## src/include/fbc_pkg.sv

```systemverilog
// Package of constants and types for the flash command sequencer
package fbc_pkg;
   // Register byte offsets
   localparam logic [3:0] OFS_STATUS = 4'h0;
   localparam logic [3:0] OFS_COMMAND = 4'h4;
   localparam logic [3:0] OFS_ADDR = 4'h8;
   localparam logic [3:0] OFS_IRQ_STAT = 4'hC;
   // Mask shares the status offset: status is read-only, writes land here
   localparam logic [3:0] OFS_IRQ_MASK = 4'h0;
   // Command codes
   localparam logic [7:0] CMD_READ_ARRAY = 8'hFF;
   localparam logic [7:0] CMD_CLEAR_STATUS = 8'h50;
   localparam logic [7:0] CMD_PROGRAM = 8'h40;
   localparam logic [7:0] CMD_BLOCK_ERASE = 8'h20;
   localparam logic [7:0] CMD_BLANK_CHECK = 8'h25;
   localparam logic [7:0] CMD_CONFIRM = 8'hD0;
   localparam logic [7:0] BLANK_BYTE = 8'hFF;
   // Status bit positions
   localparam int ST_READY = 7;
   localparam int ST_SUSPEND = 6;
   localparam int ST_ERASE_ERR = 5;
   localparam int ST_PROG_ERR = 4;
   localparam int ST_ID_OK = 0;
   // Interrupt event bit positions
   localparam int EV_DONE = 0;
   localparam int EV_ERROR = 1;
   // Reset values
   localparam logic [7:0] STATUS_RESET = 8'h80;
   localparam logic [1:0] MASK_RESET = 2'h0;
   // Cycles taken per byte by an auto operation
   localparam logic [3:0] OP_STEP_CYCLES = 4'h1;

   // Memory request toward the flash array
   typedef struct packed {
      logic rd;
      logic [15:0] addr;
   } fbc_mem_req_type;

   typedef enum logic [1:0] {
      OP_NONE,
      OP_BLANK,
      OP_ERASE,
      OP_PROG
   } fbc_op_type;
endpackage
```

## src/hdl/fbc_sequencer.sv

```systemverilog
// Flash command sequencer with blank check and full status reporting
`timescale 1ns/1ps
`default_nettype none
module fbc_sequencer
   import fbc_pkg::*;
#(
   parameter int BLOCK_BITS = 10, // Bytes per block as log2
   parameter int ID_BITS = 56 // Width of the serial ID code
) (
   input wire logic clock,
   input wire logic rst,
   // Avalon-MM slave
   input wire logic [3:0] avsAddress,
   input wire logic avsRead,
   input wire logic avsWrite,
   input wire logic [31:0] avsWriteData,
   output logic [31:0] avsReadData,
   output logic avsWaitRequest,
   // Flash array read port (data valid one cycle after request)
   output fbc_mem_req_type memReq,
   input wire logic [7:0] memData,
   // Completion from the array for erase and program
   output logic opStart,
   input wire logic opDone,
   input wire logic opFail,
   input wire logic eraseSuspend,
   // ID check
   input wire logic [ID_BITS-1:0] idReceived,
   input wire logic [ID_BITS-1:0] idStored,
   input wire logic idCheck,
   output logic readArrayMode,
   output logic irq
);
   // Offset mask within a block (bytes per block minus one)
   localparam logic [15:0] BLOCK_MASK = 16'((1 << BLOCK_BITS) - 1);

   typedef enum logic [2:0] {
      S_IDLE,
      S_SECOND,
      S_BLANK,
      S_BLANK_LAST,
      S_WAIT_OP
   } fbc_state_type;

   fbc_state_type state_r; // Sequencer state
   logic [7:0] firstCmd_r; // Code from first bus cycle
   fbc_op_type op_r; // Running operation
   logic [15:0] scanAddr_r; // Blank scan pointer
   logic ready_r; // Ready flag
   logic eraseErr_r; // Erase or blank error flag
   logic progErr_r; // Program error flag
   logic idOk_r; // ID match result
   logic susp1_r, susp2_r; // Suspend synchroniser
   logic [1:0] irqStat_r; // Sticky events
   logic [1:0] irqMask_r; // Event mask
   logic [15:0] cmdAddr_r; // Address for command cycles
   logic busAck_r; // One wait state then answer
   logic waitReq_r; // Registered waitrequest, inverse of busAck_r
   logic [31:0] rdData_r; // Registered read data
   logic readArr_r; // Read array mode
   logic opStart_r; // Start pulse to array
   logic memRd_r; // Array read strobe
   logic memValid_r; // memData answers the strobe of the last cycle

   // Write accepted on the cycle waitrequest is low
   logic wrCmd, wrAddr, wrIrqStat, wrIrqMask;
   logic [7:0] cmd;
   logic setErase, setProg, setBoth, clrErr, evDone, blankBad;
   assign cmd = avsWriteData[7:0];
   assign wrCmd = avsWrite && busAck_r && avsAddress == OFS_COMMAND;
   assign wrAddr = avsWrite && busAck_r && avsAddress == OFS_ADDR;
   assign wrIrqStat = avsWrite && busAck_r && avsAddress == OFS_IRQ_STAT;
   assign wrIrqMask = avsWrite && busAck_r && avsAddress == OFS_IRQ_MASK;

   // Bus handshake: every access takes one wait state
   always_ff @(posedge clock or posedge rst) begin
      if (rst) begin
         busAck_r <= 1'b0;
         waitReq_r <= 1'b1;
      end else begin
         busAck_r <= (avsRead || avsWrite) && !busAck_r;
         waitReq_r <= !((avsRead || avsWrite) && !busAck_r);
      end
   end

   // Read data mux; unmapped offsets read zero
   always_ff @(posedge clock or posedge rst) begin
      if (rst) begin
         rdData_r <= 32'h0000_0000;
      end else if (avsRead && !busAck_r) begin
         case (avsAddress)
            OFS_STATUS: rdData_r <= {24'h0000_00, ready_r, susp2_r,
               eraseErr_r, progErr_r, 3'h0, idOk_r};
            OFS_ADDR: rdData_r <= {16'h0000, cmdAddr_r};
            OFS_IRQ_STAT: rdData_r <= {30'h0000_0000, irqStat_r};
            default: rdData_r <= 32'h0000_0000;
         endcase
      end
   end

   // Suspend flag comes from the array domain edge; two stages
   always_ff @(posedge clock or posedge rst) begin
      if (rst) begin
         susp1_r <= 1'b0;
         susp2_r <= 1'b0;
      end else begin
         susp1_r <= eraseSuspend;
         susp2_r <= susp1_r;
      end
   end

   // Address register for the second command cycle
   always_ff @(posedge clock or posedge rst) begin
      if (rst) begin
         cmdAddr_r <= 16'h0000;
      end else if (wrAddr) begin
         cmdAddr_r <= avsWriteData[15:0];
      end
   end

   // Command sequencer
   always_ff @(posedge clock or posedge rst) begin
      if (rst) begin
         state_r <= S_IDLE;
         firstCmd_r <= 8'h00;
         op_r <= OP_NONE;
         scanAddr_r <= 16'h0000;
         readArr_r <= 1'b1;
         opStart_r <= 1'b0;
         memRd_r <= 1'b0;
         memValid_r <= 1'b0;
      end else begin
         opStart_r <= 1'b0;
         // Array answers a cycle late; the first scan cycle sees stale data
         memValid_r <= memRd_r;
         case (state_r)
            S_IDLE: begin
               if (wrCmd) begin
                  if (cmd == CMD_READ_ARRAY) begin
                     readArr_r <= 1'b1;
                  end else if (cmd == CMD_PROGRAM ||
                     cmd == CMD_BLOCK_ERASE ||
                     cmd == CMD_BLANK_CHECK) begin
                     firstCmd_r <= cmd;
                     readArr_r <= 1'b0;
                     state_r <= S_SECOND;
                  end
               end
            end
            S_SECOND: begin
               if (wrCmd) begin
                  state_r <= S_IDLE;
                  if (firstCmd_r != CMD_PROGRAM && cmd == CMD_READ_ARRAY)
                  begin
                     readArr_r <= 1'b1;
                  end else if (firstCmd_r == CMD_PROGRAM) begin
                     op_r <= OP_PROG;
                     opStart_r <= 1'b1;
                     state_r <= S_WAIT_OP;
                  end else if (cmd == CMD_CONFIRM &&
                     firstCmd_r == CMD_BLOCK_ERASE) begin
                     op_r <= OP_ERASE;
                     opStart_r <= 1'b1;
                     state_r <= S_WAIT_OP;
                  end else if (cmd == CMD_CONFIRM) begin
                     // Scan starts at the block base of the address
                     op_r <= OP_BLANK;
                     scanAddr_r <= cmdAddr_r & ~BLOCK_MASK;
                     memRd_r <= 1'b1;
                     state_r <= S_BLANK;
                  end
               end
            end
            S_BLANK: begin
               // Error found ends the scan early
               if (blankBad) begin
                  memRd_r <= 1'b0;
                  state_r <= S_IDLE;
                  op_r <= OP_NONE;
               end else if ((scanAddr_r & BLOCK_MASK) == BLOCK_MASK) begin
                  memRd_r <= 1'b0;
                  state_r <= S_BLANK_LAST;
               end else begin
                  scanAddr_r <= scanAddr_r + 16'h0001;
               end
            end
            S_BLANK_LAST: begin
               state_r <= S_IDLE;
               op_r <= OP_NONE;
            end
            S_WAIT_OP: begin
               if (opDone) begin
                  state_r <= S_IDLE;
                  op_r <= OP_NONE;
                  readArr_r <= 1'b1;
               end
            end
            default: state_r <= S_IDLE;
         endcase
      end
   end

   // Error causes; array data counts only once it answers a strobe
   assign blankBad = (state_r == S_BLANK || state_r == S_BLANK_LAST)
      && memValid_r && memData != BLANK_BYTE;
   assign setErase = blankBad
      || (state_r == S_WAIT_OP && opDone && opFail && op_r == OP_ERASE);
   assign setProg = state_r == S_WAIT_OP && opDone && opFail
      && op_r == OP_PROG;
   assign setBoth = wrCmd && ((state_r == S_IDLE && cmd != CMD_READ_ARRAY
      && cmd != CMD_PROGRAM && cmd != CMD_BLOCK_ERASE
      && cmd != CMD_BLANK_CHECK && cmd != CMD_CLEAR_STATUS)
      || (state_r == S_SECOND && firstCmd_r != CMD_PROGRAM
      && cmd != CMD_CONFIRM && cmd != CMD_READ_ARRAY));
   assign clrErr = wrCmd && state_r == S_IDLE && cmd == CMD_CLEAR_STATUS;
   assign evDone = (state_r == S_BLANK_LAST)
      || (state_r == S_BLANK && blankBad)
      || (state_r == S_WAIT_OP && opDone);

   // Error flags: set wins over clear, stay until cleared
   always_ff @(posedge clock or posedge rst) begin
      if (rst) begin
         eraseErr_r <= 1'b0;
         progErr_r <= 1'b0;
      end else begin
         eraseErr_r <= (eraseErr_r && !clrErr) || setErase
            || setBoth;
         progErr_r <= (progErr_r && !clrErr) || setProg
            || setBoth;
      end
   end

   // Ready flag low while any operation runs
   always_ff @(posedge clock or posedge rst) begin
      if (rst) begin
         ready_r <= 1'b1;
      end else begin
         ready_r <= !(state_r == S_BLANK || state_r == S_WAIT_OP
            || (state_r == S_SECOND && wrCmd && cmd == CMD_CONFIRM
            && firstCmd_r != CMD_PROGRAM)
            || (state_r == S_SECOND && wrCmd && firstCmd_r == CMD_PROGRAM))
            || (state_r == S_WAIT_OP && opDone)
            || (state_r == S_BLANK && blankBad);
      end
   end

   // ID comparison for serial programming
   always_ff @(posedge clock or posedge rst) begin
      if (rst) begin
         idOk_r <= 1'b0;
      end else if (idCheck) begin
         idOk_r <= idReceived == idStored;
      end
   end

   // Interrupt status and mask; write one clears, set wins
   always_ff @(posedge clock or posedge rst) begin
      if (rst) begin
         irqStat_r <= 2'h0;
         irqMask_r <= MASK_RESET;
      end else begin
         irqStat_r[EV_DONE] <= evDone
            || (irqStat_r[EV_DONE] && !(wrIrqStat && avsWriteData[EV_DONE]));
         irqStat_r[EV_ERROR] <= setErase || setProg || setBoth
            || (irqStat_r[EV_ERROR]
            && !(wrIrqStat && avsWriteData[EV_ERROR]));
         if (wrIrqMask) begin
            irqMask_r <= avsWriteData[1:0];
         end
      end
   end

   // Interrupt output registered
   always_ff @(posedge clock or posedge rst) begin
      if (rst) begin
         irq <= 1'b0;
      end else begin
         irq <= |(irqStat_r & irqMask_r);
      end
   end

   assign avsWaitRequest = waitReq_r;
   assign avsReadData = rdData_r;
   assign memReq = '{rd: memRd_r, addr: scanAddr_r};
   assign opStart = opStart_r;
   assign readArrayMode = readArr_r;

   // Checks
   chk_clear_errs: assert property (@(posedge clock) disable iff (rst)
      clrErr && !setErase && !setProg && !setBoth |=> !eraseErr_r
      && !progErr_r) else $error("clear failed");
   chk_seq_err: assert property (@(posedge clock) disable iff (rst)
      setBoth |=> eraseErr_r && progErr_r) else $error("seq err");
   chk_erase_err: assert property (@(posedge clock) disable iff (rst)
      setErase |=> eraseErr_r) else $error("erase err");
   chk_prog_err: assert property (@(posedge clock) disable iff (rst)
      setProg |=> progErr_r) else $error("prog err");
   chk_err_sticky: assert property (@(posedge clock) disable iff (rst)
      eraseErr_r && !clrErr |=> eraseErr_r) else $error("lost");
   chk_busy_low: assert property (@(posedge clock) disable iff (rst)
      state_r == S_BLANK && !blankBad |=> !ready_r) else $error("rdy");
   chk_blank_start: assert property (@(posedge clock) disable iff (rst)
      state_r == S_SECOND && wrCmd && cmd == CMD_CONFIRM
      && firstCmd_r == CMD_BLANK_CHECK |=> state_r == S_BLANK)
      else $error("blank start");
   chk_read_escape: assert property (@(posedge clock) disable iff (rst)
      state_r == S_SECOND && wrCmd && cmd == CMD_READ_ARRAY
      && firstCmd_r != CMD_PROGRAM |=> readArr_r && state_r == S_IDLE)
      else $error("escape");
   cov_blank: cover property (@(posedge clock) state_r == S_BLANK_LAST);
   cov_bad: cover property (@(posedge clock) blankBad);
   cov_seq: cover property (@(posedge clock) setBoth);
endmodule
`default_nettype wire

```

## config.mk

```make
export PLATFORM = sky130hd
export DESIGN_NAME = fbc_sequencer
export DESIGN_NICKNAME = d
export VERILOG_FILES = /design/src/include/fbc_pkg.sv /design/src/hdl/fbc_sequencer.sv
export SDC_FILE = /design/constraint.sdc
export NUM_CORES = 1
export LEC_CHECK = 0
export ABC_AREA = 1
export BUFFER_PORTS_ARGS = -buffer_cell sky130_fd_sc_hd__buf_4
export CORE_ASPECT_RATIO = 2
export CORE_UTILIZATION = 53
export CTS_BUF_LIST = sky130_fd_sc_hd__clkbuf_16
export CTS_CLUSTER_DIAMETER = 40
export DETAILED_ROUTE_END_ITERATION = 7
export GPL_ROUTABILITY_DRIVEN = 0
export PLACE_DENSITY = 0.87
export SETUP_SLACK_MARGIN = 0.1
export SYNTH_ARGS = -nofsm -noshare
export SYNTH_HDL_FRONTEND = slang
export SYNTH_SLANG_ARGS = --single-unit
```

## constraint.sdc

```tcl
create_clock -name clock -period 7.1 [get_ports clock]
set_clock_uncertainty 0.1 [all_clocks]
set_input_delay 1.065 -clock clock [delete_from_list [all_inputs] [get_ports clock]]
set_output_delay 1.065 -clock clock [all_outputs]
set_load 0.02 [all_outputs]
```

==> metrics.cfg <==
[status]
status = finished, final reports clean

[critical_path]
path_delay_family = simple AND/OR/NAND/NOR gates
cpPeakStageDelay_ns = 0.39
crit_required_ns = 7.23
crit_type = input port to flop
cp.arrival_ns = 2.87
crit_chain = buf_4 -> nor2_1 -> nand3_1 -> inv_1 -> nand2_2 -> mux2_2
cp-end-kind = flop
critPathMaxFanout = 23
path_buf_inv = 2
slowest_stage = mux2_2
critPathLaunchType = input port

[place]
hpwl_um = 11500
dpl-instance-area_um2 = 6590
portBuffers = 184

[timing]
slew_headroom_pct = 34.4
layout_min_cycle_time_ns = 2.74
fin_setup_tns_ns = 0
fmaxAchievable_ghz = 0.365
hold_viol_final = 0
tightest_slew_ns = 0.984
fin_crit_sh_pct = 38.6
finalSetupViolCount = 0
drv_slew = 0
rsz0062_at_grt = no

[clocking]
hold_buffers = 0
cts.sinks = 78
cts_setup_buffers = 0
cts_max_path_buffers = 2
clock_latency_ns = 0.34
clkTransAtPathRegs_ns = 0.06
numCtsBuffers = 9
post_cts_resized = 0
cts_tree = done
cts-root-buf = clkbuf_16
cts-htree-levels = 3

[route]
met2_length_um = 8360
met3WireLength_um = 702
dr.pass1.iters = 4
ant_nets = 0
drt-total-wl_um = 14400
highest-signal-layer = met4
viasPerCell = 5.06
wire_per_inst_um = 13.3
vias = 5475
drc_errors = 0
drtIter0Drc = 323
wl_met1_um = 4570

[layout]
finalNetCount = 1113
area_delta_synth_final_pct = 33.0
diodes = 0
layout-drive-gt1-share_pct = 27.0
design_area_um2 = 6900
n_fill_cell = 784
final_util_pct = 73.0

[floorplan]
die_w_um = 72.0
dieArea_um2 = 10200
initial_utilization_pct = 54.9
core.rowCount = 50
ios = 217
fp.dieH_um = 142
core_area_um2 = 9450

[synthesis]
synth_top_cell_by_area = dfrtp_1
syn_inst = 764
ys_types = 38
yosys_warnings = 0
synth_seq_cells = 78
synth_top_cell_area_share_pct = 36.2
synth_area_per_cell_um2 = 6.79
async_flop_share_pct = 100
synth_edf_count = 0
synth_area_leaders = dfrtp_1 (36%), nand2_1 (18%), inv_1 (7.6%)
syn_area_um2 = 5190
seq_area_frac_synth_pct = 37.7
synth_flop_cell = dfrtp_1

[power_and_ir_drop]
power_mw = 1.46
power_density_nw_per_um2 = 212
combPwrFrac_pct = 29.4
ir_drop_v = 0.000186
leakage_nw = 3.78
sequentialPowerShare_pct = 38.6
p_switching_uw = 499
power.internal_uw = 962
switching_share_pct = 34.2
clkPwrFrac_pct = 32.1

[min_path]
min_path_type = flop to flop

[global_routing]
grt_usage_pct = 29.5
grt_max_degree = 79
overflow = 0
grt_pass1_vias = 5463
grt_pass1_wl_um = 23100
antenna_found_initial = 0

[run]
max_cap_violations = 0

-- path summary, 6_finish.rpt --
kind                                        startpoint                         end  slack (ns)  depth (start not counted)
max in group asynchronous                          rst  avsReadData[3]$_DFFE_PP0P_        5.33                          3
min in group asynchronous                          rst  scanAddr_r[11]$_DFFE_PP0P_        0.93                          3
worst max-delay path                     avsAddress[1]   cmdAddr_r[11]$_DFFE_PP0P_        4.36                          6
worst max register to register  state_r[2]$_DFFE_PP0P_  scanAddr_r[15]$_DFFE_PP0P_        4.48                         10
worst min register to register       susp1_r$_DFF_PP0_           susp2_r$_DFF_PP0_        0.26                          0
worst min-delay path                 susp1_r$_DFF_PP0_           susp2_r$_DFF_PP0_        0.26                          0
-- per-stage QoR --
stage          cells  setup slack (ns)  hold slack, ns
2_1_floorplan    779              3.94           0.231
3_3_place_gp    1067              4.08           0.234
3_5_place_dp    1067              4.02           0.246
4_1_cts         1083              4.36           0.260
5_1_grt         1083              4.24           0.264
6_report        1083              4.36           0.260
-- cells in the mapped netlist (3+ instances only) --
library cell and number:
nor2_4 3, nor2_1 92, inv_1 105, mux2_2 9
nand3_2 3, nor3_1 4, clkbuf_1 4, nand2_2 23
o21ai_1 4, nor2_2 4, xnor2_1 11, dfrtp_1 75
dfstp_2 3, nand3_1 46, xor2_1 9, nand2_1 253
o21ai_0 54, buf_4 19, inv_2 3, a22o_1 6
nand4_1 12
-- power by group through the flow --
| stage | registers [mW] | logic, mW | clock network, mW |
|---|---|---|---|
| global route | 0.570 | 0.478 | 0.489 |
| CTS | 0.563 | 0.430 | 0.473 |
| global placement | 0.568 | 0.418 | 0 |
| floorplan | 0.582 | 0.261 | 0 |
| finish | 0.563 | 0.429 | 0.468 |
| detailed placement | 0.569 | 0.426 | 0 |
-- registers in the layout, summed over array words and instances (netlist names), 2 cells and up --
register and count:
avsReadData 16, state_r 3, op_r 2, irqStat_r 2, cmdAddr_r 16, irqMask_r 2, firstCmd_r 8, scanAddr_r 16
-- area by class of cell --
cell class                 count  area (um2)  share of cell area, %
multi-input combinational    565        2670                   38.7
inverter                     108         405                   5.88
timing repair buffer         186        1400                   20.2
sequential                    78        1960                   28.4
clock buffer                   9         225                   3.27
clock inverter                 7        80.1                   1.16
tap                          130         163                   2.36
-- layout by cell type (no fill, tap or decap), drive strengths merged, types with 3 or more instances in the layout --
master,count
nand2,277
buf,186
inv,111
nor2,100
dfrtp,75
o21ai,59
nand3,49
conb,16
nand4,12
xnor2,11
xor2,9
mux2,9
clkbuf,9
a22o,6
nor3,5
dfstp,3
-- cells by family after synthesis --
group	count (synthesis)	share of synthesized area, %
multiplexers	9	1.95
AO/OA/AOI/OAI	72	7.65
AND/OR/NAND/NOR	447	37.1
buffers and inverters	136	11.9
XOR/XNOR	20	3.38
flip-flops	78	37.7
other	1	0.0723
adder cells (fa/ha/maj)	1	0.241
-- layer usage --
metal	global-route usage [%]	up-vias
met4	18.6	0
li1	-	2709
met2	59.0	219
met3	4.19	50
met1	26.0	2497
met5	0	-
-- worst register-to-register path: stages, from the launching register on --
cell,delay (ns)
dfrtp_1,0.45
inv_1,0.10
nand2_2,0.10
nor2_2,0.44
inv_2,0.29
nand2_2,0.16
o21ai_2,0.08
nor2_4,0.37
nand2_4,0.25
nand2_1,0.12
nand2_1,0.06
Note: power is estimated with default switching activity, not from simulation.
